==> src/shared/remap_pkg.sv <==
// address map, carrier types and defaults for the boot-remap address decoder
// assumes a 32-bit byte address bus and one decoder per bus master
package remap_pkg;

  // ************************************************************
  // masters and address split
  // ************************************************************
  localparam int          NUM_MASTERS     = 4;
  localparam int          MASTER_CPU_INSTR = 0;
  localparam int          MASTER_CPU_DATA  = 1;
  localparam int          ADDR_W          = 32;
  localparam int          NUM_CHIP_SEL    = 8;

  // sixteen banks of 256 Mbyte picked by the top four address bits
  localparam logic [3:0]  BANK_INTERNAL   = 4'h0;
  localparam logic [3:0]  BANK_EXT_FIRST  = 4'h1;
  localparam logic [3:0]  BANK_EXT_LAST   = 4'h7;
  localparam logic [3:0]  BANK_PERIPH     = 4'hF;

  // second level inside bank zero: 1 Mbyte slots picked by bits 27:20
  localparam logic [7:0]  SLOT_BOOT       = 8'h00;
  localparam logic [7:0]  SLOT_ROM        = 8'h01;
  localparam logic [7:0]  SLOT_FIRST_INTERNAL_SRAM      = 8'h02;
  localparam logic [7:0]  SLOT_SRAM1      = 8'h03;

  // sizes of the embedded memories, as offsets inside a slot, then the boot window top and ROM base addresses
  localparam logic [19:0] ROM_BYTES       = 20'h08000;
  localparam logic [19:0] SRAM_BYTES      = 20'h01000;
  localparam logic [31:0] BOOT_WINDOW_TOP = 32'h000F_FFFF;
  localparam logic [31:0] ROM_BASE        = 32'h0010_0000;

  // static memory defaults when booting from external chip select zero
  localparam logic [1:0]  WIDTH_8         = 2'h0;
  localparam logic [1:0]  WIDTH_16        = 2'h1;
  localparam logic [1:0]  WIDTH_32        = 2'h2;
  localparam logic        BOOT_BYTE_SEL   = 1'b1;
  localparam logic        BOOT_STROBE_CS  = 1'b1;

  // ************************************************************
  // types
  // ************************************************************
  typedef enum logic [2:0] {
    SLV_NONE, SLV_ROM, SLV_FIRST_INTERNAL_SRAM, SLV_SRAM1, SLV_EXT, SLV_PERIPH
  } slave_t;

  typedef struct packed {
    logic              valid;
    logic              write;
    logic [ADDR_W-1:0] addr;
  } bus_req_t;

  typedef struct packed {
    logic        valid;
    logic        abort;
    slave_t      slave;
    logic [2:0]  chip_sel;
    logic [27:0] offset;
  } route_t;

  typedef struct packed {
    logic       byte_select;
    logic [1:0] data_width;
    logic       strobe_by_cs;
  } smc_cfg_t;

endpackage : remap_pkg

==> src/hw/boot_strap_capture.sv <==
// boot-select strap synchroniser and capture
// assumes reset is held low for at least three clock edges
`timescale 1ns/1ps
module boot_strap_capture
  import remap_pkg::*;
(
  // clock and reset
  input  wire logic clock,
  input  wire logic rst_n,
  // strap pin and captured level
  input  wire logic boot_source_pin,
  output logic      boot_from_rom
);

  logic sync_first;
  logic sync_second;

  // two-stage synchroniser, free running so it is settled before release
  always_ff @(posedge clock) begin
    sync_first  <= boot_source_pin;
    sync_second <= sync_first;
  end

  // track the strap while in reset, freeze it from release onward
  always_ff @(posedge clock) begin
    if (!rst_n) begin
      boot_from_rom <= sync_second;
    end
  end

endmodule : boot_strap_capture

==> src/hw/bank_decoder.sv <==
// combinational address decoder for one bus master
// assumes the strap and remap levels are already in the clock domain
`timescale 1ns/1ps
module bank_decoder
  import remap_pkg::*;
#(
  parameter bit REMAP_CAPABLE = 1'b0
) (
  // request and map controls
  input  bus_req_t  req,
  input  wire logic boot_from_rom,
  input  wire logic remap,
  // decoded route
  output route_t    route
);

  logic [3:0]  bank;
  logic [7:0]  slot;
  logic [19:0] low;

  assign bank = req.addr[31:28];
  assign slot = req.addr[27:20];
  assign low  = req.addr[19:0];

  // unmatched areas fall through to an abort
  always_comb begin
    route          = '0;
    route.valid    = req.valid;
    route.abort    = req.valid;
    route.slave    = SLV_NONE;
    route.offset   = {8'h00, low};
    if (bank == BANK_INTERNAL) begin
      case (slot)
        SLOT_BOOT: begin
          // only the processor masters see a boot memory at zero
          if (REMAP_CAPABLE) begin
            if (remap) begin
              if (low < SRAM_BYTES) route.slave = SLV_FIRST_INTERNAL_SRAM;
            end else if (boot_from_rom) begin
              if (low < ROM_BYTES) route.slave = SLV_ROM;
            end else begin
              route.slave = SLV_EXT;
            end
          end
        end
        SLOT_ROM: begin
          if (low < ROM_BYTES) route.slave = SLV_ROM;
        end
        SLOT_FIRST_INTERNAL_SRAM: begin
          if (low < SRAM_BYTES) route.slave = SLV_FIRST_INTERNAL_SRAM;
        end
        SLOT_SRAM1: begin
          if (low < SRAM_BYTES) route.slave = SLV_SRAM1;
        end
        default: route.slave = SLV_NONE;
      endcase
    end else if (bank >= BANK_EXT_FIRST && bank <= BANK_EXT_LAST) begin
      route.slave    = SLV_EXT;
      route.chip_sel = bank[2:0];
      route.offset   = req.addr[27:0];
    end else if (bank == BANK_PERIPH) begin
      route.slave  = SLV_PERIPH;
      route.offset = req.addr[27:0];
    end
    if (route.slave != SLV_NONE) begin
      route.abort = 1'b0;
    end
  end

endmodule : bank_decoder

==> src/hw/boot_remap_address_decoder.sv <==
// first-level bus matrix address decoder with boot memory selection
// assumes each master holds one request per cycle and reads the route
// one cycle later; remap set and clear come from same-clock logic
`timescale 1ns/1ps
module boot_remap_address_decoder
  import remap_pkg::*;
(
  // clock and reset
  input  wire logic                   clock,
  input  wire logic                   rst_n,
  // strap pin and remap control
  input  wire logic                   boot_source_pin,
  input  wire logic                   remap_set,
  input  wire logic                   remap_clear,
  // master requests
  input  bus_req_t                    master_req [NUM_MASTERS],
  // decoded routes, one cycle after the request
  output route_t                      master_route [NUM_MASTERS],
  // slave selects
  output logic [NUM_CHIP_SEL-1:0]     ext_chip_select_n,
  output logic                        periph_select,
  // map state
  output logic                        remap_active,
  output logic                        boot_from_rom_out,
  output smc_cfg_t                    smc_boot_cfg
);

  // ************************************************************
  // strap capture and remap state
  // ************************************************************

  logic   boot_from_rom;
  logic   next_remap;
  route_t next_route [NUM_MASTERS];

  // strap is frozen at release so the map at zero cannot shift under code
  boot_strap_capture u_strap (
    .clock           (clock),
    .rst_n           (rst_n),
    .boot_source_pin (boot_source_pin),
    .boot_from_rom   (boot_from_rom)
  );

  // set beats clear so a late remap request is never dropped
  always_comb begin
    next_remap = remap_active;
    if (remap_clear) begin
      next_remap = 1'b0;
    end
    if (remap_set) begin
      next_remap = 1'b1;
    end
  end

  // remap flag, cleared by reset
  always_ff @(posedge clock) begin
    if (!rst_n) begin
      remap_active <= 1'b0;
    end else begin
      remap_active <= next_remap;
    end
  end

  // registered copy of the strap for observers
  always_ff @(posedge clock) begin
    if (!rst_n) begin
      boot_from_rom_out <= 1'b1;
    end else begin
      boot_from_rom_out <= boot_from_rom;
    end
  end

  // ************************************************************
  // per-master decoders
  // ************************************************************

  // one decoder per master; only the processor ports get the boot window
  for (genvar m = 0; m < NUM_MASTERS; m++) begin : g_master
    localparam bit CPU_PORT = (m == MASTER_CPU_INSTR) || (m == MASTER_CPU_DATA);

    bank_decoder #(
      .REMAP_CAPABLE (CPU_PORT)
    ) u_decode (
      .req           (master_req[m]),
      .boot_from_rom (boot_from_rom),
      .remap         (remap_active),
      .route         (next_route[m])
    );

    // route register; the abort rides with the answer cycle
    always_ff @(posedge clock) begin
      if (!rst_n) begin
        master_route[m] <= '0;
      end else begin
        master_route[m] <= next_route[m];
      end
    end
  end

  // ************************************************************
  // slave select aggregation
  // ************************************************************

  // chip select n goes low while any master's valid route names it; the
  // external interface arbitrates, this only flags demand
  always_ff @(posedge clock) begin
    if (!rst_n) begin
      ext_chip_select_n <= '1;
    end else begin
      ext_chip_select_n <= ~ext_demand(next_route);
    end
  end

  // peripheral bridge select
  always_ff @(posedge clock) begin
    if (!rst_n) begin
      periph_select <= 1'b0;
    end else begin
      periph_select <= periph_demand(next_route);
    end
  end

  // static memory defaults follow the strap; meaningful only for external boot
  always_ff @(posedge clock) begin
    if (!rst_n) begin
      smc_boot_cfg <= '0;
    end else if (!boot_from_rom) begin
      smc_boot_cfg.byte_select  <= BOOT_BYTE_SEL;
      smc_boot_cfg.data_width   <= WIDTH_16;
      smc_boot_cfg.strobe_by_cs <= BOOT_STROBE_CS;
    end else begin
      smc_boot_cfg <= '0;
    end
  end

  // demand on each external chip select over all masters
  function automatic logic [NUM_CHIP_SEL-1:0] ext_demand(input route_t r [NUM_MASTERS]);
    logic [NUM_CHIP_SEL-1:0] d;
    d = '0;
    for (int i = 0; i < NUM_MASTERS; i++) begin
      if (r[i].valid && r[i].slave == SLV_EXT) begin
        d[r[i].chip_sel] = 1'b1;
      end
    end
    return d;
  endfunction : ext_demand

  // any master headed for the peripheral bank
  function automatic logic periph_demand(input route_t r [NUM_MASTERS]);
    logic d;
    d = 1'b0;
    for (int i = 0; i < NUM_MASTERS; i++) begin
      if (r[i].valid && r[i].slave == SLV_PERIPH) begin
        d = 1'b1;
      end
    end
    return d;
  endfunction : periph_demand

  for (genvar m = 0; m < NUM_MASTERS; m++) begin : g_chk
    localparam bit CPU_PORT = (m == MASTER_CPU_INSTR) || (m == MASTER_CPU_DATA);

    if (CPU_PORT) begin : g_cpu

    end else begin : g_other

    end
  end
endmodule : boot_remap_address_decoder

==> config.mk <==
export PLATFORM = sky130hd
export DESIGN_NAME = boot_remap_address_decoder
export DESIGN_NICKNAME = d
export VERILOG_FILES = /design/src/shared/remap_pkg.sv /design/src/hw/boot_strap_capture.sv /design/src/hw/bank_decoder.sv /design/src/hw/boot_remap_address_decoder.sv
export SDC_FILE = /design/constraint.sdc
export NUM_CORES = 1
export LEC_CHECK = 0
export ABC_AREA = 1
export BUFFER_PORTS_ARGS = -buffer_cell sky130_fd_sc_hd__buf_4
export CORE_MARGIN = 3
export CORE_UTILIZATION = 28
export DETAILED_ROUTE_END_ITERATION = 16
export PLACE_DENSITY_LB_ADDON = 0.3
export RECOVER_POWER = 100
export SKIP_LAST_GASP = 1
export SLEW_MARGIN = 5
export SYNTH_ARGS = -nofsm -noshare
export SYNTH_HDL_FRONTEND = slang
export SYNTH_SLANG_ARGS = --single-unit
==> constraint.sdc <==
create_clock -name clock -period 2.3 [get_ports clock]
set_clock_uncertainty 0.2 [all_clocks]
set_input_delay 0.345 -clock clock [delete_from_list [all_inputs] [get_ports clock]]
set_output_delay 0.345 -clock clock [all_outputs]
set_load 0.1 [all_outputs]
==> results.json, run 1 <==
{
  "postSynthCellCount": 689,
  "slew_viol_final": 0,
  "fillers": 1873,
  "detail_route.wl_per_cell_um": 13.0,
  "cp.arrival_ns": 2.27,
  "io_buffer_count": 294,
  "critical_path_class": "input pin to flip-flop",
  "worstPathMaxFanout": 9,
  "crit_slowest_cell": "dlygate4sd3_1",
  "vias": 5599,
  "yosysWarnings": 0,
  "diodes": 0,
  "synth_edf_count": 1,
  "drc_errors": 0,
  "firstDrtPassIters": 5,
  "min_path_type": "input pin to flip-flop",
  "multi_input_area_um2": 1620,
  "ant_nets": 0,
  "startpoint_type": "input pin",
  "max_slew_margin": 0.0306,
  "grt_max_degree": 37,
  "core_area_um2": 19000,
  "synth_ff_type": "dfxtp_1",
  "stdcell_count": 1382,
  "rsz0062_at_grt": "false",
  "period_share": 0.940,
  "end_kind": "flip-flop",
  "initial_core_util": 0.289,
  "fin_tns_setup_ns": 0,
  "cts.clk_slew.worst_paths_ns": 0.06,
  "async_flop_share": 0,
  "drt_iter0_markers": 287,
  "syn_to_final_growth_pct": 69.5,
  "gp_congestion": 0.809,
  "nets": 1250,
  "post_cts_buffers": 0,
  "path_cells": "dlygate4sd3_1, clkbuf_1, nor2_1, nand3_2, nand2_1, nand2_4, inv_4, a21boi_4, nand4_1, o21ai_1, nand2_1",
  "area.sequential_um2": 3190,
  "rows": 50,
  "cts_root_buffer": "clkbuf_16",
  "seq_area_frac_synth": 0.583,
  "min_period_ns": 2.16,
  "dp_hpwl_mm": 12.9,
  "numCtsBuffers": 17,
  "p_leak_nw": 5.10,
  "grt_overflow": 0,
  "avgSynthCellArea_um2": 7.96,
  "tightest_slew_ns": 1.45,
  "path_buf_inv": 3,
  "finalPower_mw": 7.47,
  "ir_worst_vdd_uv": 482,
  "grt_pass1_wl_mm": 28.1,
  "io_pins": 300,
  "die_w_um": 146,
  "synth_area_um2": 5480,
  "fmax_mhz": 463,
  "whs_ns": 0.0303,
  "crit_family": "buffers and inverters",
  "ys_types": 35,
  "hold_viol_final": 0,
  "routed_via_density": 4.05,
  "htree_levels": 4,
  "synth_nets": 830,
  "status": "finished, final reports clean",
  "cpMostUsedCell": "nand2_1",
  "ys_ff_latch": 159,
  "die_area_um2": 21300,
  "die_h_um": 146,
  "clk_latency_ns": 0.41,
  "max_cap_violations": 0,
  "grt_usage": 0.166,
  "clkSinkCount": 159,
  "finalSetupViolations": 0,
  "clk_path_buf_depth": 2,
  "cp_data_required_time_ns": 2.40,
  "dp_cells": 1233,
  "cts_tree": "yes",
  "routed_wl_mm": 18.0,
  "grt_pass1_vias": 5474,
  "powerDensity_nw_per_um2": 804,
  "slowest_delay_ns": 0.55,
  "final_core_util": 0.490,
  "drive_above_1_share": 0.297,
  "antenna_found_initial": 0
}
## cells by family after synthesis
| kind of cell | after synthesis | synth area share |
|---|---|---|
| other cells | 1 | 0.000684 |
| flops | 159 | 0.583 |
| simple gates | 336 | 0.268 |
| buf+inv | 170 | 0.119 |
| compound gates | 23 | 0.0304 |
## layer usage
metal	GRT usage	share of wire
met5	0	0
met4	0.0598	0.020
met3	0.0573	0.082
met2	0.293	0.50
met1	0.186	0.40
## through the flow
stage	worst slack (ns)	instance area, um^2
finish	0.138	9290
global route	0.0243	9290
CTS	0.213	9750
detailed placement	0.320	7990
global placement	0.346	7990
floorplan	0.0970	5480
## placed cells by master, fill, tap and decap left out, types with 2 or more instances in the layout
master	instances
a21oi_1	3
a21oi_2	2
a31oi_1	3
buf_4	113
bufinv_16	2
clkbuf_1	13
clkbuf_16	17
clkbuf_2	160
clkbuf_4	17
clkbuf_8	3
clkinv_2	3
clkinv_4	3
dfxtp_1	158
dlygate4sd3_1	117
inv_1	152
nand2_1	139
nand2_2	2
nand3_1	38
nand4_1	15
nor2_1	107
nor2_2	2
nor2_4	3
nor3_1	16
nor3b_1	7
nor4_1	4
o21ai_0	4
o21ai_1	2
o22a_1	3
## power by group
group	total, mW	internal (mW)	switching [mW]
clock	2.80	1.69	1.11
sequential	2.92	2.89	0.0346
combinational	1.75	0.433	1.32
total	7.47	5.01	2.46
## cell usage after synthesis, types with 4 or more instances
| cell | count | area, um^2 |
|---|---|---|
| inv_2 | 4 | 15.0 |
| nand3_1 | 38 | 190 |
| clkbuf_1 | 11 | 41.3 |
| dfxtp_1 | 158 | 3160 |
| nand4_1 | 15 | 93.8 |
| nor3_1 | 16 | 80.1 |
| o21ai_0 | 5 | 25.0 |
| nand2_1 | 138 | 518 |
| nor2_1 | 107 | 402 |
| nor3b_1 | 7 | 52.6 |
| inv_1 | 149 | 559 |
## worst paths after layout
check                                           start              endpoint  slack [ns]  cells past startpoint
worst max-delay path                  master_req[133]  ext_chip_select_n[0]        0.14                     11
worst min-delay path                   master_req[90]      master_route[94]        0.03                      2
worst max register to register  u_strap.boot_from_rom  ext_chip_select_n[0]        0.42                      8
worst min register to register     u_strap.sync_first   u_strap.sync_second        0.13                      0
## repair_timing
action	CTS	global route
hold endpoints to repair	118	0
endpoints found under the setup margin	0	8
resized for setup	0	1
hold buffers	117	0
## layout make-up
class	instances	area share
Clock buffer	23	0.0514
Timing Repair Buffer	417	0.321
Inverter	154	0.0625
Clock inverter	9	0.0117
Multi-Input combinational cell	360	0.174
Sequential cell	159	0.344
Tap cell	260	0.0350
## flip-flops by register name (all words and copies together), names as in the netlist
register               count
ext_chip_select_n          8
periph_select              1
remap_active               1
u_strap.boot_from_rom      1
u_strap.sync_second        1
master_route             144
u_strap.sync_first         1
boot_from_rom_out          1
smc_boot_cfg               1
No activity file was read; power rests on OpenSTA's default activity.
==> inputs of run 2 (changes only) <==
SYNTH_HIERARCHICAL = 1   (was default)
==> run 2 against run 1 <==
Effect of this change: register-to-register slack got worse by 0.07 ns; synthesized cell count rose by 38%; final cell count rose by 14%; cell area rose by 4.3%; largest power group unchanged; highest routed layer unchanged.
==> results.json, run 2 <==
{
  "avgSynthCellArea_um2": 7.22,
  "drt_iter0_markers": 257,
  "layout_commonest_cell": "inv_1",
  "final_cell_mix": "230 x inv_1, 221 x nand2_1, 159 x clkbuf_2, 157 x dfxtp_1, 133 x nor2_1",
  "ir_worst_vdd_uv": 360,
  "core_area_um2": 23800,
  "die_h_um": 163,
  "critical_path_class": "input pin to flip-flop",
  "post_cts_buffers": 0,
  "clk_latency_ns": 0.42,
  "detail_route.wl_per_cell_um": 11.7,
  "nets": 1391,
  "fmax_mhz": 469,
  "regMostFlops": "master_route",
  "grt_usage": 0.137,
  "vias": 5984,
  "clk_path_buf_depth": 2,
  "clkSinkCount": 159,
  "yosysMostFrequentCell": "inv_1",
  "cts_tree": "yes",
  "synth_area_um2": 6860,
  "place_ws_ns": 0.198,
  "startpoint_type": "input pin",
  "rows": 56,
  "initial_core_util": 0.289,
  "hold_viol_final": 0,
  "max_slew_margin": 0.113,
  "antenna_found_initial": 0,
  "grt_max_degree": 57,
  "setup_slack_ns": 0.170,
  "finalSetupViolations": 0,
  "synth_nets": 1092,
  "max_cap_violations": 0,
  "seq_area_frac_synth": 0.465,
  "grt_pass1_vias": 5859,
  "cts_root_buffer": "clkbuf_16",
  "grt_overflow": 0,
  "io_buffer_count": 294,
  "synth.top_cell.area_share": 0.461,
  "gp_congestion": 0.759,
  "synth_edf_count": 1,
  "period_share": 0.926,
  "ant_nets": 0,
  "cp.arrival_ns": 2.28,
  "drive_above_1_share": 0.287,
  "synth_common_cells": "229 x inv_1, 216 x nand2_1, 158 x dfxtp_1",
  "min_path_type": "input pin to flip-flop",
  "tightest_slew_ns": 1.33,
  "routed_wl_mm": 18.5,
  "end_kind": "flip-flop",
  "yosys.area.top_type": "dfxtp_1",
  "syn_to_final_growth_pct": 41.2,
  "worstPathMaxFanout": 6,
  "ys_types": 24,
  "htree_levels": 4,
  "numCtsBuffers": 17,
  "postSynthCellCount": 951,
  "status": "finished, final reports clean",
  "diodes": 0,
  "yosys-top-cells-area": "dfxtp_1 46%, inv_1 13%, nand2_1 12%",
  "drc_errors": 0,
  "async_flop_share": 0,
  "slew_viol_final": 0,
  "die_w_um": 163,
  "reg_top3": "master_route: 144 flops, ext_chip_select_n: 8 flops",
  "rsz0062_at_grt": "false",
  "io_pins": 300,
  "synth_ff_type": "dfxtp_1",
  "min_period_ns": 2.13,
  "yosysWarnings": 6,
  "cp_data_required_time_ns": 2.45,
  "p_leak_nw": 5.82,
  "cts.clk_slew.worst_paths_ns": 0.07,
  "fin_tns_setup_ns": 0,
  "dp_hpwl_mm": 13.8,
  "firstDrtPassIters": 4,
  "die_area_um2": 26400,
  "routed_via_density": 3.78,
  "ys_ff_latch": 159,
  "largest_register_ffs": 144,
  "grt_pass1_wl_mm": 28.6,
  "powerDensity_nw_per_um2": 786
}
==> run 2: logic make-up (layout without fill, tap and decap cells) <==
family / after synthesis / count (layout) / share of synthesized area
DFF: 159 / 159 / 0.465
AOI/OAI and AO/OA: 9 / 9 / 0.00656
other: 1 / 1 / 0.000546
buffers and inverters: 345 / 657 / 0.253
and+or+nand+nor: 437 / 437 / 0.274
==> run 2: final cells by class <==
cell class / instances / area, um^2
clock buffers: 20 / 468
clock inverters: 12 / 145
fillers: 2510 / 14100
inverters: 240 / 901
multi-input cells: 447 / 1920
flip-flops and latches: 159 / 3190
well taps: 319 / 399
repair buffers: 385 / 2670
==> run 2: worst max-delay path, cell delays in order <==
cell           delay (ns)
dlygate4sd3_1        0.53
clkbuf_4             0.14
nor2_1               0.10
and2_0               0.20
nand2_1              0.07
nor2_1               0.08
nand2_1              0.06
nand2_1              0.13
nor2_1               0.07
nand2_1              0.19
nor2_1               0.06
nor2_1               0.15
nand3_1              0.08
nand2_1              0.06
==> run 2: final timing paths <==
kind	from	endpoint	slack, ns	cells after the start
hold / removal	master_req[31]	master_route[30]	0.03	4
setup / recovery	master_req[120]	ext_chip_select_n[6]	0.17	14
hold reg to reg	u_strap/sync_first	u_strap/sync_second	0.13	0
setup reg to reg	u_strap/boot_from_rom	ext_chip_select_n[1]	0.35	11
==> run 2: timing repair <==
item,in CTS,in global routing
resized for setup,0,4
endpoints found under the setup margin,0,7
hold buffers,86,0
hold endpoints to repair,86,0
==> run 2: routing by layer <==
| layer | GRT usage | part of all wire |
|---|---|---|
| met1 | 0.156 | 0.42 |
| met2 | 0.239 | 0.48 |
| met3 | 0.0394 | 0.068 |
| met4 | 0.0650 | 0.034 |
| met5 | 0 | 0 |
==> run 2: power by group <==
part / switching, mW / leakage (nW) / internal, mW
Clock: 1.20 / 0.287 / 1.72
Sequential: 0.0366 / 1.32 / 2.89
Combinational: 1.36 / 4.21 / 0.426
Total: 2.59 / 5.82 / 5.03
==> run 2: through the flow <==
| stage | cell area, um^2 | power [mW] | hold WS [ns] | instances | util |
|---|---|---|---|---|---|
| after floorplan | 6860 | 4.38 | 0.110 | 951 | - |
| final | 9690 | 7.62 | 0.0292 | 1582 | 0.408 |
| after CTS | 10200 | 7.86 | 0.00567 | 1582 | 0.428 |
| after global placement | 8680 | 4.75 | 0.116 | 1464 | 0.366 |
| after detailed placement | 8680 | 4.76 | 0.115 | 1464 | 0.366 |
| after global routing | 9690 | 7.98 | 0.0160 | 1582 | 0.408 |
